[config.mk]
export PLATFORM = sky130hd
export DESIGN_NAME = fsr_host_ctrl_flat
export DESIGN_NICKNAME = d
export VERILOG_FILES = /design/src/logic/fsr_pkg.sv /design/src/logic/fsr_link_if.sv /design/src/logic/fsr_sync.sv /design/src/logic/fsr_host_ctrl.sv /design/src/flat_wrapper.sv
export SDC_FILE = /design/constraint.sdc
export NUM_CORES = 1
export LEC_CHECK = 0
export ABC_AREA = 1
export BUFFER_PORTS_ARGS = -buffer_cell sky130_fd_sc_hd__buf_2
export CORE_ASPECT_RATIO = 1.5
export CORE_MARGIN = 8
export CORE_UTILIZATION = 55
export DETAILED_ROUTE_END_ITERATION = 8
export PLACE_DENSITY_LB_ADDON = 0.15
export SLEW_MARGIN = 20
export SYNTH_ARGS = -nofsm -noshare
export SYNTH_HDL_FRONTEND = slang
export SYNTH_SLANG_ARGS = --single-unit
[constraint.sdc]
create_clock -name core_clk -period 3.6 [get_ports core_clk]
set_clock_uncertainty 0.15 [all_clocks]
set_input_delay 0.36 -clock core_clk [delete_from_list [all_inputs] [get_ports core_clk]]
set_output_delay 0.36 -clock core_clk [all_outputs]
set_load 0.01 [all_outputs]
[src/logic/fsr_pkg.sv]
// Package with opcodes, timing counts and register map of the suspend/latch block.
package fsr_pkg;
  localparam logic [7:0] OP_RESUME = 8'hD0;
  localparam logic [7:0] OP_SUSPEND = 8'hB0;
  localparam logic [7:0] OP_WREN = 8'h06;
  localparam logic [7:0] OP_WRDI = 8'h04;
  localparam logic [7:0] OP_PROG = 8'h02;
  localparam logic [7:0] OP_PROG_ALT = 8'hA2;
  localparam logic [7:0] OP_ERASE_4K = 8'h20;
  localparam logic [7:0] OP_ERASE_32K = 8'h52;
  localparam logic [7:0] OP_ERASE_64K = 8'hD8;
  localparam logic [7:0] OP_CHIP_ERASE = 8'h60;
  localparam logic [7:0] OP_CHIP_ERASE_ALT = 8'hC7;
  localparam logic [7:0] OP_PROTECT = 8'h36;
  localparam logic [7:0] OP_UNPROTECT = 8'h39;
  localparam logic [7:0] OP_LOCKDOWN = 8'h33;
  localparam logic [7:0] OP_FREEZE = 8'h34;
  localparam logic [7:0] OP_OTP_PROG = 8'h9B;
  localparam logic [7:0] OP_WRSR1 = 8'h01;
  localparam logic [7:0] OP_WRSR2 = 8'h31;
  localparam logic [7:0] OP_DEEP_PD = 8'hB9;
  localparam logic [7:0] OP_DEEP_PD_EXIT = 8'hAB;
  localparam logic [7:0] OP_READ_A = 8'h03;
  localparam logic [7:0] OP_READ_B = 8'h0B;
  localparam logic [7:0] OP_READ_C = 8'h1B;
  localparam logic [7:0] OP_READ_D = 8'h3B;
  localparam logic [7:0] OP_RD_PROT = 8'h3C;
  localparam logic [7:0] OP_RD_LOCK = 8'h35;
  localparam logic [7:0] OP_RD_OTP = 8'h77;
  localparam logic [7:0] OP_RD_STATUS = 8'h05;
  localparam logic [7:0] OP_RESET = 8'hF0;
  localparam logic [7:0] OP_RD_ID = 8'h9F;
  // Resume latency in ns and its cycle count at the 200 MHz core clock.
  localparam int RESUME_LATENCY_NS = 60000;
  localparam int CLK_PERIOD_NS = 5;
  localparam int RESUME_CYCLES = RESUME_LATENCY_NS / CLK_PERIOD_NS;
  localparam int SCK_HALF_CYCLES = 4;
  // Controller register byte offsets.
  localparam logic [7:0] REG_CMD = 8'h00;
  localparam logic [7:0] REG_STATUS = 8'h04;
  localparam logic [7:0] REG_IRQ_STAT = 8'h08;
  localparam logic [7:0] REG_IRQ_MASK = 8'h0C;
  // Device state word bit positions as seen by the controller.
  localparam int ST_LATCH = 0;
  localparam int ST_PROG_SUSP = 1;
  localparam int ST_ERASE_SUSP = 2;
  localparam int ST_BUSY = 3;
  localparam int ST_RESUMING = 4;
  localparam int ST_REFUSED = 5;
  localparam logic [1:0] AXI_OKAY = 2'h0;
  localparam logic [1:0] AXI_SLVERR = 2'h2;
endpackage

[src/logic/fsr_link_if.sv]
// Interface joining the SPI controller and the flash command logic.
interface fsr_link_if;
  logic cs_n;
  logic sck;
  logic mosi;
  logic [7:0] dev_state;
  modport host (output cs_n, output sck, output mosi, input dev_state);
  modport dev (input cs_n, input sck, input mosi, output dev_state);
endinterface

[src/logic/fsr_sync.sv]
// Three-stage pin synchroniser that accepts a change once stages two and three agree.
module fsr_sync #(
  parameter int WIDTH = 3
) (
  input wire logic core_clk,
  input wire logic rst_n,
  input wire logic [WIDTH-1:0] pin,
  input wire logic [WIDTH-1:0] init,
  output logic [WIDTH-1:0] level
);
  logic [WIDTH-1:0] s1;
  logic [WIDTH-1:0] s2;
  logic [WIDTH-1:0] s3;
  logic [WIDTH-1:0] next_level;

  // Each bit keeps its level until the two later stages agree.
  generate
    for (genvar i = 0; i < WIDTH; i++) begin : g_bit
      always_comb begin
        next_level[i] = (s2[i] == s3[i]) ? s3[i] : level[i];
      end
    end
  endgenerate

  // Stages and filtered level; reset values come from a constant port.
  always_ff @(posedge core_clk) begin
    if (!rst_n) begin
      s1 <= init;
      s2 <= init;
      s3 <= init;
      level <= init;
    end else begin
      s1 <= pin;
      s2 <= s1;
      s3 <= s2;
      level <= next_level;
    end
  end
endmodule

[src/logic/fsr_host_ctrl.sv]
// SPI controller that sends one opcode byte per AXI4-Lite command write.
module fsr_host_ctrl
  import fsr_pkg::*;
(
  input wire logic core_clk,
  input wire logic rst_n,
  fsr_link_if.host link,
  input wire logic [7:0] s_axi_awaddr,
  input wire logic s_axi_awvalid,
  output logic s_axi_awready,
  input wire logic [31:0] s_axi_wdata,
  input wire logic [3:0] s_axi_wstrb,
  input wire logic s_axi_wvalid,
  output logic s_axi_wready,
  output logic [1:0] s_axi_bresp,
  output logic s_axi_bvalid,
  input wire logic s_axi_bready,
  input wire logic [7:0] s_axi_araddr,
  input wire logic s_axi_arvalid,
  output logic s_axi_arready,
  output logic [31:0] s_axi_rdata,
  output logic [1:0] s_axi_rresp,
  output logic s_axi_rvalid,
  input wire logic s_axi_rready,
  output logic irq
);
  typedef enum logic [1:0] {FSR_IDLE, FSR_SHIFT, FSR_GAP} fsr_state_t;
  fsr_state_t st;
  fsr_state_t next_st;
  logic [7:0] dev_q;
  logic [7:0] dev_d;
  logic [7:0] tx;
  logic [7:0] next_tx;
  logic [3:0] bits;
  logic [3:0] next_bits;
  logic [3:0] half;
  logic [3:0] next_half;
  logic [3:0] keep;
  logic [3:0] next_keep;
  logic cs_o;
  logic next_cs;
  logic sck_o;
  logic next_sck;
  logic mosi_o;
  logic next_mosi;
  logic aw_ok;
  logic next_aw_ok;
  logic w_ok;
  logic next_w_ok;
  logic [7:0] aw_a;
  logic [7:0] next_aw_a;
  logic [31:0] w_d;
  logic [31:0] next_w_d;
  logic next_bvalid;
  logic [1:0] next_bresp;
  logic next_rvalid;
  logic [31:0] next_rdata;
  logic [1:0] next_rresp;
  logic [2:0] ist;
  logic [2:0] next_ist;
  logic [2:0] imask;
  logic [2:0] next_imask;
  logic next_irq;
  logic [2:0] ev;

  fsr_sync #(.WIDTH(8)) u_sync (
    .core_clk(core_clk),
    .rst_n(rst_n),
    .pin(link.dev_state),
    .init(8'h08),
    .level(dev_q)
  );
  assign link.cs_n = cs_o;
  assign link.sck = sck_o;
  assign link.mosi = mosi_o;
  // Events: frame done, refusal seen, device turned ready.
  assign ev = {dev_q[ST_BUSY] && !dev_d[ST_BUSY], dev_q[ST_REFUSED] && !dev_d[ST_REFUSED],
               st == FSR_GAP && half == 4'h0 && keep == 4'h0};

  // Frame engine and AXI slave.
  always_comb begin
    next_st = st;
    next_tx = tx;
    next_bits = bits;
    next_half = half;
    next_keep = keep;
    next_cs = cs_o;
    next_sck = sck_o;
    next_mosi = mosi_o;
    next_aw_ok = aw_ok;
    next_w_ok = w_ok;
    next_aw_a = aw_a;
    next_w_d = w_d;
    next_bvalid = s_axi_bvalid && !s_axi_bready;
    next_bresp = s_axi_bresp;
    next_rvalid = s_axi_rvalid && !s_axi_rready;
    next_rdata = s_axi_rdata;
    next_rresp = s_axi_rresp;
    next_ist = ist | ev;
    next_imask = imask;
    if (s_axi_awvalid && s_axi_awready) begin
      next_aw_ok = 1'b1;
      next_aw_a = s_axi_awaddr;
    end
    if (s_axi_wvalid && s_axi_wready) begin
      next_w_ok = 1'b1;
      next_w_d = s_axi_wdata;
    end
    if (aw_ok && w_ok && !s_axi_bvalid) begin
      next_aw_ok = 1'b0;
      next_w_ok = 1'b0;
      next_bvalid = 1'b1;
      next_bresp = AXI_OKAY;
      unique case (aw_a)
        REG_CMD: begin
          if (st == FSR_IDLE) begin
            // Whole byte plus optional bits[11:8] of extra clocks for an overlong, broken frame.
            next_st = FSR_SHIFT;
            next_tx = w_d[7:0];
            next_keep = w_d[11:8];
            next_bits = 4'h8;
            next_half = 4'(SCK_HALF_CYCLES);
            next_cs = 1'b0;
            next_mosi = w_d[7];
          end else begin
            next_bresp = AXI_SLVERR;
          end
        end
        REG_IRQ_STAT: next_ist = (ist & ~w_d[2:0]) | ev;
        REG_IRQ_MASK: next_imask = w_d[2:0];
        REG_STATUS: next_bresp = AXI_OKAY;
        default: next_bresp = AXI_SLVERR;
      endcase
    end
    if (s_axi_arvalid && s_axi_arready) begin
      next_rvalid = 1'b1;
      next_rresp = AXI_OKAY;
      unique case (s_axi_araddr)
        REG_CMD: next_rdata = {31'h0, st != FSR_IDLE};
        REG_STATUS: next_rdata = {24'h0, dev_q};
        REG_IRQ_STAT: next_rdata = {29'h0, ist};
        REG_IRQ_MASK: next_rdata = {29'h0, imask};
        default: begin
          next_rdata = 32'h0;
          next_rresp = AXI_SLVERR;
        end
      endcase
    end
    unique case (st)
      FSR_IDLE: begin
        next_cs = (next_st == FSR_SHIFT) ? 1'b0 : 1'b1;
      end
      FSR_SHIFT: begin
        next_half = half - 4'h1;
        if (half == 4'h0) begin
          next_half = 4'(SCK_HALF_CYCLES);
          next_sck = !sck_o;
          if (sck_o) begin
            // Falling edge moves the next bit out (mode 0).
            next_bits = bits - 4'h1;
            next_tx = {tx[6:0], 1'b0};
            next_mosi = tx[6];
            if (bits == 4'h1) begin
              next_st = FSR_GAP;
              next_bits = keep;
            end
          end
        end
      end
      FSR_GAP: begin
        next_half = half - 4'h1;
        if (half == 4'h0) begin
          next_half = 4'(SCK_HALF_CYCLES);
          if (keep != 4'h0) begin
            next_sck = !sck_o;
            if (sck_o) begin
              next_keep = keep - 4'h1;
            end
          end else begin
            next_cs = 1'b1;
            next_st = FSR_IDLE;
          end
        end
      end
      default: next_st = FSR_IDLE;
    endcase
    next_irq = |(next_ist & next_imask);
  end

  // Registers.
  always_ff @(posedge core_clk) begin
    if (!rst_n) begin
      st <= FSR_IDLE;
      dev_d <= 8'h08;
      tx <= 8'h00;
      bits <= 4'h0;
      half <= 4'h0;
      keep <= 4'h0;
      cs_o <= 1'b1;
      sck_o <= 1'b0;
      mosi_o <= 1'b0;
      aw_ok <= 1'b0;
      w_ok <= 1'b0;
      aw_a <= 8'h00;
      w_d <= 32'h0;
      s_axi_bvalid <= 1'b0;
      s_axi_bresp <= 2'h0;
      s_axi_rvalid <= 1'b0;
      s_axi_rdata <= 32'h0;
      s_axi_rresp <= 2'h0;
      ist <= 3'h0;
      imask <= 3'h0;
      irq <= 1'b0;
    end else begin
      st <= next_st;
      dev_d <= dev_q;
      tx <= next_tx;
      bits <= next_bits;
      half <= next_half;
      keep <= next_keep;
      cs_o <= next_cs;
      sck_o <= next_sck;
      mosi_o <= next_mosi;
      aw_ok <= next_aw_ok;
      w_ok <= next_w_ok;
      aw_a <= next_aw_a;
      w_d <= next_w_d;
      s_axi_bvalid <= next_bvalid;
      s_axi_bresp <= next_bresp;
      s_axi_rvalid <= next_rvalid;
      s_axi_rdata <= next_rdata;
      s_axi_rresp <= next_rresp;
      ist <= next_ist;
      imask <= next_imask;
      irq <= next_irq;
    end
  end

  // Ready terms are registered-state derived.
  assign s_axi_awready = !aw_ok && !s_axi_bvalid;
  assign s_axi_wready = !w_ok && !s_axi_bvalid;
  assign s_axi_arready = !s_axi_rvalid;
endmodule

[src/flat_wrapper.sv]
// flat-port wrapper written by rule: the top's interface ports become plain ports
module fsr_host_ctrl_flat import fsr_pkg::*;
  (core_clk, rst_n, s_axi_awaddr, s_axi_awvalid, s_axi_awready, s_axi_wdata, s_axi_wstrb, s_axi_wvalid, s_axi_wready, s_axi_bresp, s_axi_bvalid, s_axi_bready, s_axi_araddr, s_axi_arvalid, s_axi_arready, s_axi_rdata, s_axi_rresp, s_axi_rvalid, s_axi_rready, irq, link_cs_n, link_sck, link_mosi, link_dev_state);
  fsr_link_if link_i ();
  input wire logic core_clk;
  input wire logic rst_n;
  input wire logic [7:0] s_axi_awaddr;
  input wire logic s_axi_awvalid;
  output logic s_axi_awready;
  input wire logic [31:0] s_axi_wdata;
  input wire logic [3:0] s_axi_wstrb;
  input wire logic s_axi_wvalid;
  output logic s_axi_wready;
  output logic [1:0] s_axi_bresp;
  output logic s_axi_bvalid;
  input wire logic s_axi_bready;
  input wire logic [7:0] s_axi_araddr;
  input wire logic s_axi_arvalid;
  output logic s_axi_arready;
  output logic [31:0] s_axi_rdata;
  output logic [1:0] s_axi_rresp;
  output logic s_axi_rvalid;
  input wire logic s_axi_rready;
  output logic irq;
  output wire logic [$bits(link_i.cs_n)-1:0] link_cs_n;
  output wire logic [$bits(link_i.sck)-1:0] link_sck;
  output wire logic [$bits(link_i.mosi)-1:0] link_mosi;
  input wire logic [$bits(link_i.dev_state)-1:0] link_dev_state;
  assign link_cs_n = link_i.cs_n;
  assign link_sck = link_i.sck;
  assign link_mosi = link_i.mosi;
  assign link_i.dev_state = link_dev_state;
  fsr_host_ctrl u_core (.core_clk(core_clk), .rst_n(rst_n), .link(link_i), .s_axi_awaddr(s_axi_awaddr), .s_axi_awvalid(s_axi_awvalid), .s_axi_awready(s_axi_awready), .s_axi_wdata(s_axi_wdata), .s_axi_wstrb(s_axi_wstrb), .s_axi_wvalid(s_axi_wvalid), .s_axi_wready(s_axi_wready), .s_axi_bresp(s_axi_bresp), .s_axi_bvalid(s_axi_bvalid), .s_axi_bready(s_axi_bready), .s_axi_araddr(s_axi_araddr), .s_axi_arvalid(s_axi_arvalid), .s_axi_arready(s_axi_arready), .s_axi_rdata(s_axi_rdata), .s_axi_rresp(s_axi_rresp), .s_axi_rvalid(s_axi_rvalid), .s_axi_rready(s_axi_rready), .irq(irq));
endmodule
==> metrics <==
FF-to-FF Start=u_core.half[0]$_SDFFE_PN0P_; all-layer global routing usage=17.2%; crit-path most repeated cell=inv_1; Avg WL per Cell=12.1 microns; r2r setup slk=about 1.6 ns; Port Buf Inserts=61; post_cts resized=0; gp weighted congestion=0.833; VDD IR max=about 330 uV; non-filler instance count after layout=~740; Placed Area=0.00456 sq mm; Routed WL=about 8900 microns; initial antenna violation count=0; DRT iter0 DRCs=around 170; DR pass1 iterations=5; hold crit path type=primary input to flop; final worst-path cycle share=56.9%; worst skew pair latency=approximately 0.34 ns; Cells after DPL=726; Max Cap Viol=0; crit path time final=roughly 2.0 ns; worst slew pin tran=between 0.7 and 0.8 ns; # setup viols final=0; Crit Path Max Fanout=11; clock root buffer=clkbuf_16; vias in the first global route=3543; Crit path largest cell delay=0.33 ns; Reg clk slew, reported paths=0.07 ns; worst-path cell chain=inv_1 > ha_1 > inv_1 > nor2_1 > nand2_2 > nor2_4 > nand2_1 > clkinv_1 > a21oi_1 > a211oi_1; Worst EP arrival=2.09 ns; share of layout cells above drive strength 1=14.7%; io pins=between 100 and 150; cts hold-fix bufs=0; CTS tree=done; htree depth=3; Final ANT Viol Nets=0; Mapped Area=0.00431 sq mm; post-CTS setup buffer count=0; Die W=88.3 microns; WHS=a little over 0.05 ns; FP Rows=39; total negative slack=0 ns; grt met2 use=between 30% and 40%; Top delay family on crit path=simple AND/OR/NAND/NOR gates; CP max-delay cell=dfxtp_1; Post-Syn Instances=579; Critical R2R Capture=u_core.bits[1]$_SDFF_PN0_; first-pass GRT wire length=about 15000 microns; Top FF cell, synth=dfxtp_1; Post-DP HPWL=6540 microns; DR vias=3584; WS Path Type=flop to flop; Num Clock Sinks=99; worst hold stages=3; Residual DRC=0; Peak Freq=489 MHz; Leakage=~2.4 nW; fillcell total=715; GR Util met1=between 10% and 20%; Fin. Hold Viols=0; Cell variety after synth=36; Post-layout nets=711; WHS Endpoint=u_core.u_sync.s1[6]$_SDFF_PN0_; Async SR Flop Fraction=0%; register bit total from synthesis=99; Layout Area Growth over Synthesis=13.6%; Ant. Diodes=0; Placeable Area=0.00761 sq mm; crit end category=flop; max_slew headroom=47.8%; GRT overflow=0; max-slew violations=0; initial core utilization=56.6%; busiest layer in global routing=met2; via/cell ratio=4.83; pwr dens=492 mW/mm^2; cts bufs inserted=9; Worst setup SP type=flop; die extent in y=124 microns; Worst R2R Path Depth=10; Max Buffers Root-to-Sink=2; largest net degree at the start of global routing=48; Yosys warning count=0; Req. time, crit path=3.64 ns; status=finished, final reports clean; RSZ-0062 raised after global routing=no; buffers plus inverters on the worst setup path=3; Post-Layout Inst Area=0.00489 sq mm; most frequent cells in the layout=dfxtp_1 (99), nand2_1 (91), inv_1 (81), nor2_1 (81), buf_2 (61); total die area=0.0110 sq mm; met3 GRT Util=4.23%; post-synthesis sequential area ratio=46.0%; Mean Syn Cell Area=between 7 and 8 sq um; worst hold start=link_dev_state[6]; number of flops mapped to enable cells by yosys=0; most common cell after layout, fill and taps aside=dfxtp_1
==> Yosys cell counts (7+ instances only) <==
cell type   n  area (sq um)
a21oi_1    46           230
buf_4      26           195
clkbuf_1    7          26.3
dfxtp_1    99          1980
ha_1        9           113
inv_1      81           304
nand2_1    91           342
nand3_1    25           125
nor2_1     81           304
o21ai_0    59           295
==> metrics by stage <==
step | setup slack [ns] | utilization, % | total power [mW]
6_report | 1.55 | 64.3 | 2.41
5_1_grt | 1.32 | 64.3 | 2.51
4_1_cts | 1.56 | 64.3 | 2.43
3_5_place_dp | 1.33 | 59.8 | 1.39
3_3_place_gp | 1.32 | 59.8 | 1.38
2_1_floorplan | 1.99 | - | 1.34
==> worst register-to-register path: cells and delay by family, from the launching register on <==
kind | cells | cell delay [ns]
buffers and inverters | 3 | 0.46
adders and majority gates | 1 | 0.20
and+or+nand+nor | 4 | 0.51
AOI/OAI and AO/OA | 2 | 0.26
DFF | 1 | 0.33
==> metal layers <==
layer | vias to the layer above | routed length, microns
met3 | 17 | 384
met5 | - | 0
met1 | 1621 | 3560
met4 | 0 | 211
li1 | 1888 | -
met2 | 58 | 4790
==> state kept, by name, indices dropped and copies added (netlist names), 2 cells and up <==
signal,cells
u_core.u_sync.s3,8
u_core.s_axi_rdata,8
u_core.tx,7
u_core.bits,4
u_core.imask,3
u_core.keep,4
u_core.w_d,12
u_core.u_sync.s1,8
u_core.half,4
u_core.u_sync.level,8
u_core.ist,3
u_core.aw_a,8
u_core.st,2
u_core.u_sync.s2,8
u_core.dev_d,2
==> report_power, final <==
part	total, mW	leakage (nW)	internal [mW]	switching (mW)
logic	0.194	1.42	0.0654	0.129
registers	1.17	0.809	1.14	0.0246
clock network	1.05	0.165	0.636	0.413
total	2.41	2.40	1.84	0.566
==> cell type report <==
class	instances	area [sq um]	area share, %
Tap cell	102	128	2.61
Timing Repair Buffer	62	313	6.39
Inverter	85	324	6.62
Sequential cell	99	1980	40.5
Multi-Input combinational cell	378	1810	37.0
Clock inverter	6	97.6	1.99
Clock buffer	10	239	4.88
==> kinds of logic after synthesis <==
group,count (synthesis),share of synthesized area [%]
adders and majority gates,9,2.61
other,1,0.0871
xor gates and xnor gates,2,0.407
buffers and inverters,127,14.1
AOI/OAI and AO/OA,123,15.0
DFF,99,46.0
and+or+nand+nor,218,21.7
==> worst max path at each step <==
stage | startpoint | endpoint | slack, ns | depth (start not counted)
6_report | u_core.half[0]$_SDFFE_PN0P_ | u_core.bits[1]$_SDFF_PN0_ | 1.55 | 10
4_1_cts | u_core.half[0]$_SDFFE_PN0P_ | u_core.bits[1]$_SDFF_PN0_ | 1.56 | 10
3_5_place_dp | rst_n | u_core.u_sync.s3[3]$_SDFF_PN1_ | 1.33 | 3
5_1_grt | u_core.half[0]$_SDFFE_PN0P_ | u_core.bits[1]$_SDFF_PN0_ | 1.32 | 10
3_3_place_gp | rst_n | u_core.u_sync.s1[3]$_SDFF_PN1_ | 1.32 | 3
2_1_floorplan | u_core.half[0]$_SDFFE_PN0P_ | u_core.tx[4]$_SDFF_PN0_ | 1.99 | 12
Note: power is estimated with default switching activity, not from simulation.
